===== config.mk =====
export PLATFORM = sky130hd
export DESIGN_NAME = sdcmd_core
export DESIGN_NICKNAME = d
export VERILOG_FILES = /design/src/design/sdcmd_pkg.sv /design/src/design/sdcmd_decode.sv /design/src/design/sdcmd_core.sv
export SDC_FILE = /design/constraint.sdc
export NUM_CORES = 1
export LEC_CHECK = 0
export ABC_AREA = 1
export ABC_CLOCK_PERIOD_IN_PS = 4400
export BUFFER_PORTS_ARGS = -buffer_cell sky130_fd_sc_hd__buf_2
export CORE_ASPECT_RATIO = 0.6
export CORE_MARGIN = 4
export CORE_UTILIZATION = 45
export CTS_BUF_LIST = sky130_fd_sc_hd__clkbuf_8 sky130_fd_sc_hd__clkbuf_16
export DETAILED_ROUTE_END_ITERATION = 6
export GPL_ROUTABILITY_DRIVEN = 0
export GPL_TIMING_DRIVEN = 0
export PLACE_DENSITY_LB_ADDON = 0.05
export SYNTH_ARGS = -nofsm -noshare
export SYNTH_HDL_FRONTEND = slang
export SYNTH_SLANG_ARGS = --single-unit

===== constraint.sdc =====
create_clock -name clk_sys_i -period 4.4 [get_ports clk_sys_i]
set_input_delay 0.22 -clock clk_sys_i [delete_from_list [all_inputs] [get_ports clk_sys_i]]
set_output_delay 0.22 -clock clk_sys_i [all_outputs]
set_load 0.05 [all_outputs]

===== src/design/sdcmd_pkg.sv =====
// Constants and command codes for the SDRAM command front end.
// Assumes a 100 MHz system clock that also clocks the command pins.
// How it works
// - Write auto precharge starts one clock plus 7.5ns
// - Chip select high decodes as no operation
// - Data outputs high impedance after precharge
// - Column ignores A11/A12 by organisation width
// - Clock-count spacings stay fixed cycle counts
package sdcmd_pkg;

    // ****************************************
    // Widths
    // ****************************************
    localparam int ADDR_W = 13;
    localparam int BA_W = 2;
    localparam int NBANK = 4;
    localparam int COL_W = 12;
    localparam int BCNT_W = 10;

    // ****************************************
    // Mode register fields and reset value
    // ****************************************
    localparam int MODE_BL_LSB = 0;
    localparam int MODE_CL_LSB = 4;
    localparam int AP_BIT = 10;
    localparam logic [ADDR_W-1:0] MODE_RESET = 13'h0000;
    localparam logic [2:0] BL_FULL_PAGE = 3'h7;

    // ****************************************
    // Timing
    // ****************************************
    localparam int CLK_PERIOD_PS = 10000;
    localparam int WR_AP_TIME_PS = 7500;
    // Least time, so round up, never below one cycle
    localparam int WR_AP_CYC_RAW = (WR_AP_TIME_PS + CLK_PERIOD_PS - 1) / CLK_PERIOD_PS;
    localparam int WR_AP_CYC = (WR_AP_CYC_RAW < 1) ? 1 : WR_AP_CYC_RAW;
    localparam int LMR_SPACING_CLK = 2;

    // ****************************************
    // Commands
    // ****************************************
    typedef enum logic [2:0] {
        CMD_NOP,
        CMD_ACT,
        CMD_RD,
        CMD_WR,
        CMD_PRE,
        CMD_REF,
        CMD_LMR,
        CMD_BST
    } sdcmd_cmd_type;

endpackage


===== src/design/sdcmd_decode.sv =====
// Command and column decoder for the SDRAM command pins.
// Assumes pins are already sampled on the system clock; purely combinational.
`timescale 1ns/1ns
module sdcmd_decode #(
    parameter int ORG_WIDTH = 16
) (
    input wire logic cs_n_i,
    input wire logic ras_n_i,
    input wire logic cas_n_i,
    input wire logic we_n_i,
    input wire logic [sdcmd_pkg::ADDR_W-1:0] addr_i,
    output sdcmd_pkg::sdcmd_cmd_type cmd_o,
    output logic [sdcmd_pkg::COL_W-1:0] col_o
);

    // ****************************************
    // Command truth table
    // ****************************************
    // chip select gating
    always_comb begin
        cmd_o = sdcmd_pkg::CMD_NOP;
        if (!cs_n_i) begin
            unique case ({ras_n_i, cas_n_i, we_n_i})
                3'h3: cmd_o = sdcmd_pkg::CMD_ACT;
                3'h5: cmd_o = sdcmd_pkg::CMD_RD;
                3'h4: cmd_o = sdcmd_pkg::CMD_WR;
                3'h2: cmd_o = sdcmd_pkg::CMD_PRE;
                3'h1: cmd_o = sdcmd_pkg::CMD_REF;
                3'h0: cmd_o = sdcmd_pkg::CMD_LMR;
                3'h6: cmd_o = sdcmd_pkg::CMD_BST;
                3'h7: cmd_o = sdcmd_pkg::CMD_NOP;
            endcase
        end
    end

    // ****************************************
    // Column address
    // ****************************************
    // drop unused high bits
    // A10 carries auto precharge, so it is never part of the column
    always_comb begin
        col_o = {addr_i[12], addr_i[11], addr_i[9:0]};
        if (ORG_WIDTH == 16) begin
            col_o[11:10] = 2'h0;
        end else if (ORG_WIDTH == 8) begin
            col_o[11] = 1'h0;
        end
    end

endmodule


===== src/design/sdcmd_core.sv =====
// Command front end of a four-bank SDRAM: decode, bank state, write
// auto precharge timing and read output enable.
// Assumes command pins are synchronous to clk_sys_i and CKE low freezes commands.
`timescale 1ns/1ns
module sdcmd_core #(
    parameter int ORG_WIDTH = 16
) (
    input wire logic clk_sys_i,
    input wire logic resetn_i,
    input wire logic cke_i,
    input wire logic cs_n_i,
    input wire logic ras_n_i,
    input wire logic cas_n_i,
    input wire logic we_n_i,
    input wire logic [sdcmd_pkg::BA_W-1:0] ba_i,
    input wire logic [sdcmd_pkg::ADDR_W-1:0] addr_i,
    output sdcmd_pkg::sdcmd_cmd_type cmd_o,
    output logic [sdcmd_pkg::COL_W-1:0] col_o,
    output logic [sdcmd_pkg::NBANK-1:0] bank_open_o,
    output logic [sdcmd_pkg::ADDR_W-1:0] mode_o,
    output logic wr_en_o,
    output logic dq_oe_o,
    output logic pre_start_o,
    output logic [sdcmd_pkg::BA_W-1:0] pre_bank_o,
    output logic spacing_err_o
);

    // ****************************************
    // Elaboration check
    // ****************************************
    if (ORG_WIDTH != 4 && ORG_WIDTH != 8 && ORG_WIDTH != 16) begin : g_bad_org
        $error("ORG_WIDTH must be 4, 8 or 16");
    end

    typedef enum logic [1:0] {WR_IDLE, WR_BURST, WR_RECOV} sdcmd_wr_type;

    // ****************************************
    // Decode
    // ****************************************
    sdcmd_pkg::sdcmd_cmd_type dec_cmd;
    sdcmd_pkg::sdcmd_cmd_type cmd_eff;
    logic [sdcmd_pkg::COL_W-1:0] dec_col;

    sdcmd_decode #(
        .ORG_WIDTH(ORG_WIDTH)
    ) u_decode (
        .cs_n_i(cs_n_i),
        .ras_n_i(ras_n_i),
        .cas_n_i(cas_n_i),
        .we_n_i(we_n_i),
        .addr_i(addr_i),
        .cmd_o(dec_cmd),
        .col_o(dec_col)
    );

    // Clock suspend: with CKE low the edge carries no command
    assign cmd_eff = cke_i ? dec_cmd : sdcmd_pkg::CMD_NOP;

    // Burst length from mode field; full page counts to the 10-bit counter limit
    function automatic logic [sdcmd_pkg::BCNT_W-1:0] burst_len(input logic [2:0] code);
        logic [sdcmd_pkg::BCNT_W-1:0] len;
        len = 10'h001;
        unique case (code)
            3'h0: len = 10'h001;
            3'h1: len = 10'h002;
            3'h2: len = 10'h004;
            3'h3: len = 10'h008;
            default: len = 10'h3FF;
        endcase
        return len;
    endfunction

    // ****************************************
    // State
    // ****************************************
    sdcmd_wr_type wr_state_q, wr_state_d;
    logic [sdcmd_pkg::BCNT_W-1:0] wr_left_q, wr_left_d;
    logic wr_ap_q, wr_ap_d;
    logic [sdcmd_pkg::BA_W-1:0] wr_bank_q, wr_bank_d;
    logic [1:0] ap_cnt_q, ap_cnt_d;
    logic [2:0] rd_lat_q, rd_lat_d;
    logic [sdcmd_pkg::BCNT_W-1:0] rd_left_q, rd_left_d;
    logic rd_ap_q, rd_ap_d;
    logic [sdcmd_pkg::BA_W-1:0] rd_bank_q, rd_bank_d;
    logic [1:0] lmr_cnt_q, lmr_cnt_d;
    sdcmd_pkg::sdcmd_cmd_type cmd_q;
    logic [sdcmd_pkg::COL_W-1:0] col_q;
    logic [sdcmd_pkg::NBANK-1:0] bank_open_q, bank_open_d;
    logic [sdcmd_pkg::ADDR_W-1:0] mode_q, mode_d;
    logic wr_en_q, wr_en_d;
    logic dq_oe_q, dq_oe_d;
    logic pre_start_q, pre_start_d;
    logic [sdcmd_pkg::BA_W-1:0] pre_bank_q, pre_bank_d;
    logic spacing_err_q, spacing_err_d;
    logic [sdcmd_pkg::BCNT_W-1:0] bl_now;

    assign bl_now = burst_len(mode_q[sdcmd_pkg::MODE_BL_LSB +: 3]);

    // ****************************************
    // Next state
    // ****************************************
    // One pass covers writes, reads, banks and spacing, since a command
    // on one edge may end a burst and open or close a bank together
    always_comb begin
        wr_state_d = wr_state_q;
        wr_left_d = wr_left_q;
        wr_ap_d = wr_ap_q;
        wr_bank_d = wr_bank_q;
        ap_cnt_d = ap_cnt_q;
        rd_lat_d = rd_lat_q;
        rd_left_d = rd_left_q;
        rd_ap_d = rd_ap_q;
        rd_bank_d = rd_bank_q;
        lmr_cnt_d = (lmr_cnt_q != 2'h0) ? lmr_cnt_q - 2'h1 : 2'h0;
        bank_open_d = bank_open_q;
        mode_d = mode_q;
        wr_en_d = 1'b0;
        dq_oe_d = 1'b0;
        pre_start_d = 1'b0;
        pre_bank_d = pre_bank_q;
        spacing_err_d = 1'b0;

        // Write burst progress; data sampled with the command itself
        unique case (wr_state_q)
            WR_IDLE: begin
            end
            WR_BURST: begin
                wr_en_d = 1'b1;
                wr_left_d = wr_left_q - 10'h001;
                if (wr_left_q == 10'h001) begin
                    wr_state_d = wr_ap_q ? WR_RECOV : WR_IDLE;
                    ap_cnt_d = 2'(sdcmd_pkg::WR_AP_CYC);
                end
            end
            WR_RECOV: begin
                ap_cnt_d = ap_cnt_q - 2'h1;
                if (ap_cnt_q == 2'h1) begin
                    pre_start_d = 1'b1;
                    pre_bank_d = wr_bank_q;
                    bank_open_d[wr_bank_q] = 1'b0;
                    wr_state_d = WR_IDLE;
                end
            end
        endcase

        // Read output window after CAS latency
        if (rd_lat_q != 3'h0) begin
            rd_lat_d = rd_lat_q - 3'h1;
        end else if (rd_left_q != 10'h000) begin
            dq_oe_d = 1'b1;
            rd_left_d = rd_left_q - 10'h001;
            if (rd_left_q == 10'h001 && rd_ap_q) begin
                bank_open_d[rd_bank_q] = 1'b0;
            end
        end

        unique case (cmd_eff)
            sdcmd_pkg::CMD_NOP, sdcmd_pkg::CMD_REF: begin
            end
            sdcmd_pkg::CMD_ACT: begin
                bank_open_d[ba_i] = 1'b1;
            end
            sdcmd_pkg::CMD_WR: begin
                wr_en_d = 1'b1;
                wr_ap_d = addr_i[sdcmd_pkg::AP_BIT];
                wr_bank_d = ba_i;
                wr_left_d = bl_now - 10'h001;
                ap_cnt_d = 2'(sdcmd_pkg::WR_AP_CYC);
                if (bl_now != 10'h001) begin
                    wr_state_d = WR_BURST;
                end else begin
                    wr_state_d = addr_i[sdcmd_pkg::AP_BIT] ? WR_RECOV : WR_IDLE;
                end
                rd_lat_d = 3'h0;
                rd_left_d = 10'h000;
            end
            sdcmd_pkg::CMD_RD: begin
                rd_lat_d = mode_q[sdcmd_pkg::MODE_CL_LSB +: 3] - 3'h1;
                rd_left_d = bl_now;
                rd_ap_d = addr_i[sdcmd_pkg::AP_BIT];
                rd_bank_d = ba_i;
                wr_state_d = WR_IDLE;
            end
            sdcmd_pkg::CMD_BST: begin
                wr_state_d = WR_IDLE;
                rd_lat_d = 3'h0;
                rd_left_d = 10'h000;
            end
            sdcmd_pkg::CMD_PRE: begin
                rd_lat_d = 3'h0;
                rd_left_d = 10'h000;
                dq_oe_d = 1'b0;
                if (addr_i[sdcmd_pkg::AP_BIT]) begin
                    bank_open_d = '0;
                end else begin
                    bank_open_d[ba_i] = 1'b0;
                end
            end
            sdcmd_pkg::CMD_LMR: begin
                mode_d = addr_i;
                lmr_cnt_d = 2'(sdcmd_pkg::LMR_SPACING_CLK - 1);
            end
        endcase

        if ((cmd_eff == sdcmd_pkg::CMD_ACT || cmd_eff == sdcmd_pkg::CMD_REF)
            && lmr_cnt_q != 2'h0) begin
            spacing_err_d = 1'b1;
        end
    end

    // ****************************************
    // Registers
    // ****************************************
    // Synchronous reset puts every bank closed and outputs quiet
    always_ff @(posedge clk_sys_i) begin
        if (!resetn_i) begin
            wr_state_q <= WR_IDLE;
            wr_left_q <= '0;
            wr_ap_q <= 1'b0;
            wr_bank_q <= '0;
            ap_cnt_q <= 2'h0;
            rd_lat_q <= 3'h0;
            rd_left_q <= '0;
            rd_ap_q <= 1'b0;
            rd_bank_q <= '0;
            lmr_cnt_q <= 2'h0;
            cmd_q <= sdcmd_pkg::CMD_NOP;
            col_q <= '0;
            bank_open_q <= '0;
            mode_q <= sdcmd_pkg::MODE_RESET;
            wr_en_q <= 1'b0;
            dq_oe_q <= 1'b0;
            pre_start_q <= 1'b0;
            pre_bank_q <= '0;
            spacing_err_q <= 1'b0;
        end else begin
            wr_state_q <= wr_state_d;
            wr_left_q <= wr_left_d;
            wr_ap_q <= wr_ap_d;
            wr_bank_q <= wr_bank_d;
            ap_cnt_q <= ap_cnt_d;
            rd_lat_q <= rd_lat_d;
            rd_left_q <= rd_left_d;
            rd_ap_q <= rd_ap_d;
            rd_bank_q <= rd_bank_d;
            lmr_cnt_q <= lmr_cnt_d;
            cmd_q <= cmd_eff;
            col_q <= dec_col;
            bank_open_q <= bank_open_d;
            mode_q <= mode_d;
            wr_en_q <= wr_en_d;
            dq_oe_q <= dq_oe_d;
            pre_start_q <= pre_start_d;
            pre_bank_q <= pre_bank_d;
            spacing_err_q <= spacing_err_d;
        end
    end

    assign cmd_o = cmd_q;
    assign col_o = col_q;
    assign bank_open_o = bank_open_q;
    assign mode_o = mode_q;
    assign wr_en_o = wr_en_q;
    assign dq_oe_o = dq_oe_q;
    assign pre_start_o = pre_start_q;
    assign pre_bank_o = pre_bank_q;
    assign spacing_err_o = spacing_err_q;

    // ****************************************
    // Assertions
    // ****************************************
    AST_CS_NOP: assert property (@(posedge clk_sys_i) disable iff (!resetn_i)
        cs_n_i |=> (cmd_o == sdcmd_pkg::CMD_NOP))
        else $error("command decoded with chip select high");

    AST_AP_SINGLE: assert property (@(posedge clk_sys_i) disable iff (!resetn_i)
        (cmd_eff == sdcmd_pkg::CMD_WR && bl_now == 10'h001 && addr_i[sdcmd_pkg::AP_BIT])
        ##1 (cmd_eff == sdcmd_pkg::CMD_NOP) |=> pre_start_o && (pre_bank_o == $past(ba_i, 2)))
        else $error("auto precharge start not one clock plus delay after last data");

    AST_AP_ONLY_RECOV: assert property (@(posedge clk_sys_i) disable iff (!resetn_i)
        $rose(pre_start_o) |-> $past(wr_state_q == WR_RECOV) && !bank_open_o[pre_bank_o])
        else $error("precharge start without write recovery");

    AST_PRE_HIZ: assert property (@(posedge clk_sys_i) disable iff (!resetn_i)
        (cmd_eff == sdcmd_pkg::CMD_PRE) ##1 (cmd_eff != sdcmd_pkg::CMD_RD)[*2] |-> !dq_oe_o)
        else $error("outputs driven after precharge");

    AST_COL_MASK: assert property (@(posedge clk_sys_i) disable iff (!resetn_i)
        $past(resetn_i) |-> (col_o[9:0] == $past(addr_i[9:0]))
            && (ORG_WIDTH != 16 || col_o[11:10] == 2'h0))
        else $error("ignored column bits reached the column");

    AST_LMR_SPACE: assert property (@(posedge clk_sys_i) disable iff (!resetn_i)
        (cmd_eff == sdcmd_pkg::CMD_LMR) ##1 (cmd_eff == sdcmd_pkg::CMD_ACT) |=> spacing_err_o)
        else $error("active one clock after mode load not flagged");

endmodule


==> metrics.md, run 1 <==
| Metric | Value |
|---|---|
| Synth async-reset ratio | 0% |
| Worst path slowest cell | dfxtp_1 |
| Critical path required time | 4.62 ns |
| Final Hold Vio Count | 0 |
| Root Driver | clkbuf_16 |
| Hold path cells | 3 |
| Die W | 123 microns |
| Reg2reg end | wr_left_q[4]$_SDFFE_PN0P_ |
| Via density | roughly 4.8 |
| Initial drt markers | ~190 |
| Highest clock rate | approximately 520 MHz |
| Critical Path Sink Type | flop |
| Die Span Y | 76.8 microns |
| Post-synthesis sequential area ratio | ~40% |
| H-tree depth | 3 |
| Initial core utilization | 47.5% |
| Worst-case reg-to-reg path depth | 9 |
| Main combinational cell family by area after synthesis | simple AND/OR/NAND/NOR gates |
| Final Max Slew Viols | 0 |
| Unrepaired setup endpoints after global routing | false |
| Synth Flop Type | dfxtp_1 |
| Worst Setup Start Kind | flop |
| Setup CP Type | flop to flop |
| Simple-Gate Fraction of Synth Area | approximately a quarter |
| Global route overflow | 0 |
| Met2 WL | between 3 and 4 mm |
| Cell variety after synth | 45 |
| Mux cell area share after synthesis | 0% |
| Post-Syn Area | between 0.003 and 0.004 sq mm |
| Power Density | between 500 and 600 mW/mm^2 |
| Worst Hold End | col_o[5]$_SDFF_PN0_ |
| Most numerous cell in the Yosys netlist | nor2_1 |
| Core area | 0.00748 sq mm |
| Fill cells | 724 |
| R2r setup slk | about 2.5 ns |
| Met1 wire length | between 4 and 5 mm |
| Worst path arrival time | between 2 and 2.5 ns |
| # IOs | 60 |
| Avg Inst Size Synth | about 7.1 sq um |
| Critical-path cell list | inv_1 > a21oi_1 > ha_1 > nand2_1 > ha_1 > nand2_1 > o21ai_0 > o21ai_1 > inv_1 |
| Die ar. | between 0.009 and 0.01 sq mm |
| Setup_tns | 0 ns |
| Post-Synth XOR/XNOR Area | approximately 2.5% |
| CP delay by family, top | compound AO/OA/AOI/OAI gates |
| Static Leak | 2.11 nW |
| Adder-cell share of the synthesized area | roughly 5.3% |
| Clk slew on worst S/H paths | roughly 0.05 ns |
| Fin area | 0.00430 sq mm |
| Nets | around 600 |
| First-pass GRT wire length | between 10 and 15 mm |
| Slew headroom | about three fifths |
| CTS Buffer Depth | 2 |
| Post-synthesis compound-gate area fraction | between 15 and 20% |
| First drt pass iteration count | 5 |
| Yosys reg bits | 71 |
| CP max stage delay | 0.38 ns |
| Synth top area cells | dfxtp_1, nor2_1, nand2_1 |
| Crit Path Max Fanout | 5 |
| Hold path start | addr_i[5] |
| Post-CTS Setup Inserts | 0 |
| CTS sink cnt | just over 70 |
| CP Buf/Inv Count | 2 |
| Peak VDD IR | 0.000230 V |
| Initial antenna violation count | 0 |
| # rows | 24 |
| Largest net degree at the start of global routing | 12 |
| Worst Tran Pin Value | 0.594 ns |
| Status | completed |
| # port buffers | 57 |
| Ys Warns | 0 |
| # setup viols final | 0 |
| Vias in the first global route | 3,089 |
| Post-synth EDFFs | 0 |
| Met3 WL | ~660 microns |
| Hold-fix buffers at CTS | 0 |
| Max-capacitance violation count | 0 |
| DR DRC count | 0 |
| Layout cell share with drive strength beyond 1 | roughly a fifth |
| Synth top area share | approximately 40% |
| CTS tree | built |
| Post-CTS Resized | 0 |
| Total GRT Usage | between 15 and 20% |
| HPWL after DPL | ~6.7 mm |
| DRT Wirelength | approximately 9 mm |
| ANT nets after route | 0 |
| Worst skew pair latency | approximately 0.33 ns |
| Post-layout minimum cycle time | ~1.9 ns |
| P&R area growth vs syn | 21.1% |
| HP Class | primary input to flop |
| Routed len/inst | 13.1 microns |
| Post-DP Area | 0.00397 sq mm |
| Fin Clk Skew | between 0.003 and 0.004 ns |
| Ant diodes | 0 |
| FF-to-FF Start | mode_o[1]$_SDFFE_PN0P_ |
| Synth area leader | dfxtp_1 |
| CTS Buf Count | 9 |
| Syn Inst Count | 497 |
| Top sig layer | met4 |
| Routed vias | about 3,200 |
| Fin crit share | between 40 and 50% |
| Top cells by count, synth | nor2_1, nand2_1, dfxtp_1 |
cell families after synthesis:
family,Yosys count
and+or+nand+nor,209
DFF,71
adders and majority gates,15
AOI/OAI and AO/OA,101
buffers and inverters,90
other,1
xor gates and xnor gates,10
tightest hold or removal path, delay by kind of cell:
kind	cells	cell delay, ns
simple gates	1	0.04
buf+inv	2	0.12
per-layer routing:
layer / vias up / track usage, %
met5: - / 0
met4: 0 / 5.14
met3: 13 / 7.43
met2: 91 / 27.7
met1: 1420 / 28.1
li1: 1711 / -
per-stage QoR:
| stage | hold WS, ns | cells | total power, mW | utilization [%] | worst slack (ns) |
|---|---|---|---|---|---|
| after floorplan | 0.313 | 498 | 1.24 | - | 2.43 |
| after CTS | 0.0687 | 674 | 2.18 | 57.6 | 2.52 |
| after global placement | 0.412 | 659 | 1.38 | 53.1 | 2.52 |
| after global routing | 0.0716 | 674 | 2.30 | 57.6 | 2.30 |
| after detailed placement | 0.414 | 659 | 1.38 | 53.1 | 2.54 |
| final | 0.0764 | 674 | 2.17 | 57.6 | 2.47 |
worst max-delay path by stage:
stage / from / cells past startpoint / endpoint / slack [ns]
after floorplan: mode_o[1]$_SDFFE_PN0P_ / 7 / wr_left_q[8]$_SDFFE_PN0P_ / 2.43
after global placement: mode_o[2]$_SDFFE_PN0P_ / 9 / wr_left_q[4]$_SDFFE_PN0P_ / 2.52
after detailed placement: mode_o[1]$_SDFFE_PN0P_ / 9 / wr_left_q[4]$_SDFFE_PN0P_ / 2.54
after CTS: mode_o[1]$_SDFFE_PN0P_ / 9 / wr_left_q[4]$_SDFFE_PN0P_ / 2.52
after global routing: mode_o[1]$_SDFFE_PN0P_ / 9 / wr_left_q[4]$_SDFFE_PN0P_ / 2.30
final: mode_o[1]$_SDFFE_PN0P_ / 9 / wr_left_q[4]$_SDFFE_PN0P_ / 2.47
layout make-up:
class / count / area, sq um / share of cell area [%]
sequential: 71 / 1420 / 33.0
buffer: 14 / 73.8 / 1.72
tap: 104 / 130 / 3.02
timing repair buffer: 57 / 285 / 6.63
clock inverter: 3 / 65.1 / 1.51
inverter: 76 / 285 / 6.63
multi-input combinational: 337 / 1780 / 41.3
clock buffer: 12 / 267 / 6.19
flip-flops by register name, indices dropped and copies added (netlist names), 2 cells and up:
register and flops:
ap_cnt_q 2, rd_left_q 10, bank_open_o 4, col_o 10, pre_bank_o 2, rd_bank_q 2, mode_o 13, lmr_cnt_q 2
cmd_o 3, wr_left_q 10, rd_lat_q 3, wr_bank_q 2, wr_state_q 2
power by group:
part           leakage (nW)  internal (mW)  switching, mW  total (mW)
logic                  1.37          0.217          0.400       0.617
registers             0.580          0.709         0.0472       0.756
clock network         0.165          0.538          0.262       0.800
total                  2.11           1.46          0.709        2.17
cell usage in the layout (no fill, tap or decap), types with 2 or more instances in the layout:
master	n
nor2_1	85
nand2_1	78
dfxtp_1	71
inv_1	67
buf_2	62
o21ai_0	39
a21oi_1	24
o21ai_1	16
ha_1	15
nand3_1	14
clkbuf_16	9
xor2_1	8
inv_2	7
clkbuf_1	5
nor3_1	4
nand2_2	4
nor2_2	4
nand4_1	4
a31oi_1	3
o211ai_1	3
o22ai_1	3
or2_2	3
o21bai_1	3
a21oi_2	3
clkbuf_8	3
nand3_2	2
or2_1	2
clkinv_1	2
nand2_4	2
o21ai_2	2
xnor2_1	2
buf_4	2
conb_1	2
bufinv_16	2
No activity file was read; power rests on OpenSTA's default activity.
==> inputs of run 2 (changes only) <==
--- a/config.mk
+++ b/config.mk
@@ -6,7 +6,7 @@
 export NUM_CORES = 1
 export LEC_CHECK = 0
 export ABC_AREA = 1
-export ABC_CLOCK_PERIOD_IN_PS = 4400
+export ABC_CLOCK_PERIOD_IN_PS = 1590
 export BUFFER_PORTS_ARGS = -buffer_cell sky130_fd_sc_hd__buf_2
 export CORE_ASPECT_RATIO = 0.6
 export CORE_MARGIN = 4
==> constraint.sdc (replaced) <==
create_clock -name clk_sys_i -period 1.59 [get_ports clk_sys_i]
set_input_delay 0.0795 -clock clk_sys_i [delete_from_list [all_inputs] [get_ports clk_sys_i]]
set_output_delay 0.0795 -clock clk_sys_i [all_outputs]
set_load 0.05 [all_outputs]
==> run 2 against run 1 <==
Die area stayed put; setup slack worse by 2.4 ns; highest routed layer unchanged; global-route usage is 1.0 points higher; routed wire length is 7.2% higher; cell count is 2.5% higher; combinational power grew to 3.3 times the previous value; count of clock-buffer cells in the layout is 1 lower.
==> metrics.md, run 2 (synthesis gave the netlist of run 1 again) <==
| Metric | Value |
|---|---|
| Static Leak | around 2.2 nW |
| Power Internal | 3.85 mW |
| # setup viols final | 0 |
| Power Total | 5.98 mW |
| Crit Path Max Fanout | 5 |
| CP Capture Point | rd_left_q[2]$_SDFFE_PN0P_ |
| # rows | 24 |
| First drt pass iteration count | 5 |
| Via density | around 4.9 |
| Root Driver | clkbuf_16 |
| Initial core utilization | 47.5% |
| Clock Power Share | between 30% and 40% |
| Worst Setup Start Kind | flop |
| Critical Path Sink Type | flop |
| Worst-case reg-to-reg path depth | 10 |
| First-pass GRT wire length | about 15 mm |
| # port buffers | 57 |
| Hold path start | cas_n_i |
| Total GRT Usage | 20.7% |
| Most frequent cells in the layout | nor2_1, nand2_1, dfxtp_1, inv_1, buf_2 |
| Fin Clk Skew | about 0.0069 ns |
| P_sw | around 2.1 mW |
| Comb pwr share | 33.9% |
| HPWL after DPL | between 6 and 7 mm |
| H-tree depth | 3 |
| Largest net degree at the start of global routing | 12 |
| Core area | around 0.0075 sq mm |
| Worst path arrival time | between 1.5 and 2 ns |
| Post-DP Area | ~0.0040 sq mm |
| ANT nets after route | 0 |
| Peak VDD IR | around 0.00061 V |
| Setup CP Type | flop to flop |
| DP Cell Count | 659 |
| Max-capacitance violation count | 0 |
| Routed vias | around 3,400 |
| DRT Wirelength | 9.45 mm |
| Largest register FFs | 13 |
| CTS Buffer Depth | 2 |
| Sw Ratio | a little over a third |
| Fin area | around 0.0046 sq mm |
| # IOs | 60 |
| Initial drt markers | 237 |
| FF-to-FF Start | rd_left_q[0]$_SDFFE_PN0P_ |
| Finished Layout Cells | about 700 |
| Worst Tran Pin Value | around 0.6 ns |
| Clk slew on worst S/H paths | around 0.060 ns |
| Die Span Y | slightly below 80 microns |
| Die ar. | approximately 0.0094 sq mm |
| Global route overflow | 0 |
| Worst skew pair latency | around 0.33 ns |
| Most common cell after layout, fill and taps aside | nor2_1 |
| Unrepaired setup endpoints after global routing | true |
| Final Max Slew Viols | 0 |
| Status | completed |
| CTS Buf Count | 9 |
| Post-layout minimum cycle time | approximately 1.5 ns |
| CTS sink cnt | slightly above 70 |
| Fin crit share | between 90% and 100% |
| Critical path required time | about 1.8 ns |
| Highest clock rate | 656 MHz |
| Die W | around 120 microns |
| Layout cell share with drive strength beyond 1 | roughly 26% |
| R2r setup slk | 0.07 ns |
| Fin worst setup slack | between 0.06 and 0.07 ns |
| Final Hold Vio Count | 0 |
| DR DRC count | 0 |
| Routed len/inst | 13.7 microns |
| Power Density | 1300 mW/mm^2 |
| P&R area growth vs syn | 29.0% |
| Nets | 619 |
| Reg2reg end | rd_left_q[2]$_SDFFE_PN0P_ |
| Slew headroom | between 60% and 70% |
| CTS tree | built |
| HP Class | primary input to flop |
| Ant diodes | 0 |
| Pre-CTS setup slack | -0.108 ns |
| Reg power frac | approximately 36% |
| Initial antenna violation count | 0 |
| Vias in the first global route | approximately 3,100 |
| CP Launch Point | rd_left_q[0]$_SDFFE_PN0P_ |
run 2: layout make-up:
class / count / area [sq um]
buffer: 13 / 68.8
tap: 104 / 130
multi-input combinational: 337 / 1940
sequential: 71 / 1440
clock buffer: 11 / 253
inverter: 76 / 288
clock inverter: 5 / 20.0
fill: 705 / 2890
timing repair buffer: 74 / 447
run 2: worst min-delay path by stage:
stage | to | slack [ns] | cells past startpoint
final | cmd_o[2]$_SDFF_PN0_ | 0.1 | 3
after global routing | wr_ap_q$_SDFFE_PN0P_ | 0.1 | 3
after CTS | wr_ap_q$_SDFFE_PN0P_ | 0.08 | 3
after detailed placement | col_o[0]$_SDFF_PN0_ | 0.28 | 3
after global placement | col_o[4]$_SDFF_PN0_ | 0.27 | 3
after floorplan | col_o[0]$_SDFF_PN0_ | 0.17 | 2
run 2: power by group through the flow:
stage | Sequential [mW] | Combinational [mW] | Clock (mW)
finish | 2.12 | 2.03 | 1.83
global route | 2.14 | 2.24 | 1.96
CTS | 2.09 | 1.84 | 1.87
detailed placement | 2.13 | 1.71 | 0
global placement | 2.12 | 1.69 | 0
floorplan | 2.23 | 1.22 | 0
run 2: per-stage QoR:
stage               hold slack (ns)  util (%)  setup TNS, ns
finish                       0.0959      61.3              0
global route                 0.0984      61.3        -0.0676
CTS                          0.0827      59.8              0
detailed placement            0.277      53.7         -0.754
global placement              0.274      53.7         -0.614
floorplan                     0.173         -              0
run 2: repair_timing:
item                                    CTS  global route
hold buffers                             12             0
pin swaps                                 3            11
gates resized for setup                  13            31
cloned                                    1             0
hold endpoints to repair                 12             0
buffers inserted                          2             2
endpoints found under the setup margin   17            22
run 2: worst max-delay path: stages (launching register included):
cell	delay, ns
dfxtp_4	0.36
inv_2	0.08
ha_4	0.16
nand2_4	0.07
nor2_4	0.10
nand2_2	0.07
nand2_4	0.11
nand3_4	0.11
buf_6	0.17
o21ai_1	0.11
nor2_1	0.06
run 2: layer usage:
metal  share of wire [%]  vias up  global-route usage (%)  wire, microns
li1                    -     1753                       -              -
met1                  51     1546                    30.0           4820
met2                  41       96                    29.6           3910
met3                 6.8       10                    6.54            639
met4                0.86        0                    5.25             81
met5                   0        -                       0              0
==> inputs of run 3 (changes only) <==
--- a/config.mk
+++ b/config.mk
@@ -10,7 +10,7 @@
 export BUFFER_PORTS_ARGS = -buffer_cell sky130_fd_sc_hd__buf_2
 export CORE_ASPECT_RATIO = 0.6
 export CORE_MARGIN = 4
-export CORE_UTILIZATION = 45
+export CORE_UTILIZATION = 30
 export CTS_BUF_LIST = sky130_fd_sc_hd__clkbuf_8 sky130_fd_sc_hd__clkbuf_16
 export DETAILED_ROUTE_END_ITERATION = 6
 export GPL_ROUTABILITY_DRIVEN = 0
==> run 3 against run 2 <==
Routed wire length up 8.8%; global-route usage down 5.4 points; non-clock buffer count grew 4; hold slack got worse by 0.052 ns; setup slack gained 0.027 ns; register-to-register slack better by 0.03 ns; sequential power about the same.
==> metrics.md, run 3 (synthesis gave the netlist of run 1 again) <==
| Metric | Value |
|---|---|
| Layout Utilization | about two fifths |
| HP Class | primary input to flop |
| Most frequent cells in the layout | nor2_1, nand2_1, inv_1, dfxtp_1, buf_2 |
| Root Driver | clkbuf_16 |
| Setup_tns | 0 ns |
| Post-DP Area | 0.00409 sq mm |
| H-tree depth | 3 |
| Worst Setup Start Kind | flop |
| Post-layout minimum cycle time | roughly 1.5 ns |
| P&R area growth vs syn | 32.3% |
| CTS Buffer Depth | 2 |
| First-pass GRT wire length | ~16 mm |
| Critical path required time | roughly 1.9 ns |
| CP Launch Point | mode_o[0]$_SDFFE_PN0P_ |
| Worst Tran Pin Value | about 0.68 ns |
| # setup viols final | 0 |
| Final Hold Vio Count | 0 |
| Total GRT Usage | around 15% |
| # port buffers | 57 |
| Initial core utilization | between 30% and 40% |
| Static Leak | around 2.2 nW |
| Critical Path Sink Type | flop |
| CTS Buf Count | 9 |
| Global route overflow | 0 |
| Largest net degree at the start of global routing | 12 |
| Most common cell after layout, fill and taps aside | nor2_1 |
| Reg2reg end | wr_left_q[8]$_SDFFE_PN0P_ |
| Initial antenna violation count | 0 |
| Setup CP Type | flop to flop |
| Reg power frac | about a third |
| CTS tree | built |
| Worst-case reg-to-reg path depth | 7 |
| Fin area | around 0.0047 sq mm |
| Core area | 0.0114 sq mm |
| Hold slack final | 0.0444 ns |
| First drt pass iteration count | 4 |
| Largest register FFs | 13 |
| Sw Ratio | 35.9% |
| Final Max Slew Viols | 0 |
| DP Cell Count | between 700 and 800 |
| Worst path arrival time | 1.75 ns |
| R2r setup slk | roughly 0.09 ns |
| Routed len/inst | around 14 microns |
| Ant diodes | 0 |
| DRT Wirelength | just over 10 mm |
| Via density | approximately 4.5 |
| # rows | 30 |
| # IOs | 60 |
| Fin worst setup slack | a little over 0.09 ns |
| Fin Clk Skew | roughly 0.0060 ns |
| CP Capture Point | wr_left_q[8]$_SDFFE_PN0P_ |
| Comb pwr share | a little over a third |
| Die Span Y | 92.3 microns |
| Status | completed |
| Die W | approximately 150 microns |
| Nets | slightly above 600 |
| Finished Layout Cells | between 700 and 800 |
| Clock Power Share | around 30% |
| DR DRC count | 0 |
| Power Internal | 4.01 mW |
| Pre-CTS setup slack | -0.127 ns |
| ANT nets after route | 0 |
| Die ar. | 0.0137 sq mm |
| Initial drt markers | roughly 190 |
| HPWL after DPL | between 7 and 8 mm |
| Clk slew on worst S/H paths | roughly 0.06 ns |
| Routed vias | 3,361 |
| CTS sink cnt | 71 |
| Slew headroom | about 54% |
| Peak VDD IR | 0.000464 V |
| Highest clock rate | approximately 670 MHz |
| Vias in the first global route | between 3,000 and 4,000 |
| Unrepaired setup endpoints after global routing | true |
| Crit Path Max Fanout | 4 |
| Power Density | 1330 mW/mm^2 |
| Worst skew pair latency | between 0.3 and 0.4 ns |
| P_sw | roughly 2.2 mW |
| Power Total | ~6.3 mW |
| Fin crit share | around 94% |
| Layout cell share with drive strength beyond 1 | 26.1% |
| Max-capacitance violation count | 0 |
| FF-to-FF Start | mode_o[0]$_SDFFE_PN0P_ |
==> run 3: cell types whose count changed in the layout (fill, tap and decap cells not counted), moves of 2 or more <==
cell / before / now
inv_4: 1 / 4
buf_4: 6 / 10
dfxtp_1: 67 / 65
inv_2: 11 / 8
o21ai_2: 7 / 5
dfxtp_2: 0 / 2
==> run 3: layout make-up <==
type / count / area, sq um
Fill cell: 1178 / 6750
Multi-Input combinational cell: 337 / 1940
Sequential cell: 71 / 1440
Timing Repair Buffer: 78 / 494
Inverter: 76 / 293
Clock buffer: 10 / 239
Tap cell: 160 / 200
Buffer: 13 / 72.6
Clock inverter: 5 / 26.3
==> run 3: worst min-delay path by stage <==
stage,from,endpoint,slack [ns],cells after the start
after floorplan,addr_i[0],col_o[0]$_SDFF_PN0_,0.17,2
after global placement,addr_i[8],col_o[8]$_SDFF_PN0_,0.27,3
after detailed placement,addr_i[9],col_o[9]$_SDFF_PN0_,0.27,3
after CTS,addr_i[12],mode_o[12]$_SDFFE_PN0P_,0.04,3
after global routing,addr_i[12],mode_o[12]$_SDFFE_PN0P_,0.07,3
final,addr_i[12],mode_o[12]$_SDFFE_PN0P_,0.04,3
==> run 3: timing repair <==
action,4_1_cts,5_1_grt
endpoints found under the setup margin,17,20
endpoints found under the hold margin,11,0
hold buffers,11,0
gates cloned,1,0
pin swaps,3,6
buffers inserted,7,2
gates resized for setup,15,29
==> run 3: critical path, stage by stage, from the launching register on <==
cell,delay (ns)
dfxtp_4,0.38
inv_4,0.05
a21oi_4,0.15
ha_4,0.16
nand2_2,0.07
ha_4,0.16
or2_2,0.29
a31oi_1,0.15
==> run 3: power groups by stage <==
stage / registers [mW] / clock network, mW / logic, mW
finish: 2.14 / 1.85 / 2.27
global route: 2.17 / 1.98 / 2.51
CTS: 2.10 / 1.90 / 2.17
detailed placement: 2.13 / 0 / 1.74
global placement: 2.13 / 0 / 1.73
floorplan: 2.23 / 0 / 1.22
==> run 3: routing by layer <==
layer | GRT usage (%) | vias to the layer above | routed length [microns]
met5 | 0 | - | 0
met4 | 3.69 | 0 | 91
met3 | 5.38 | 9 | 773
met2 | 21.0 | 94 | 3890
met1 | 22.8 | 1499 | 5530
li1 | - | 1759 | -
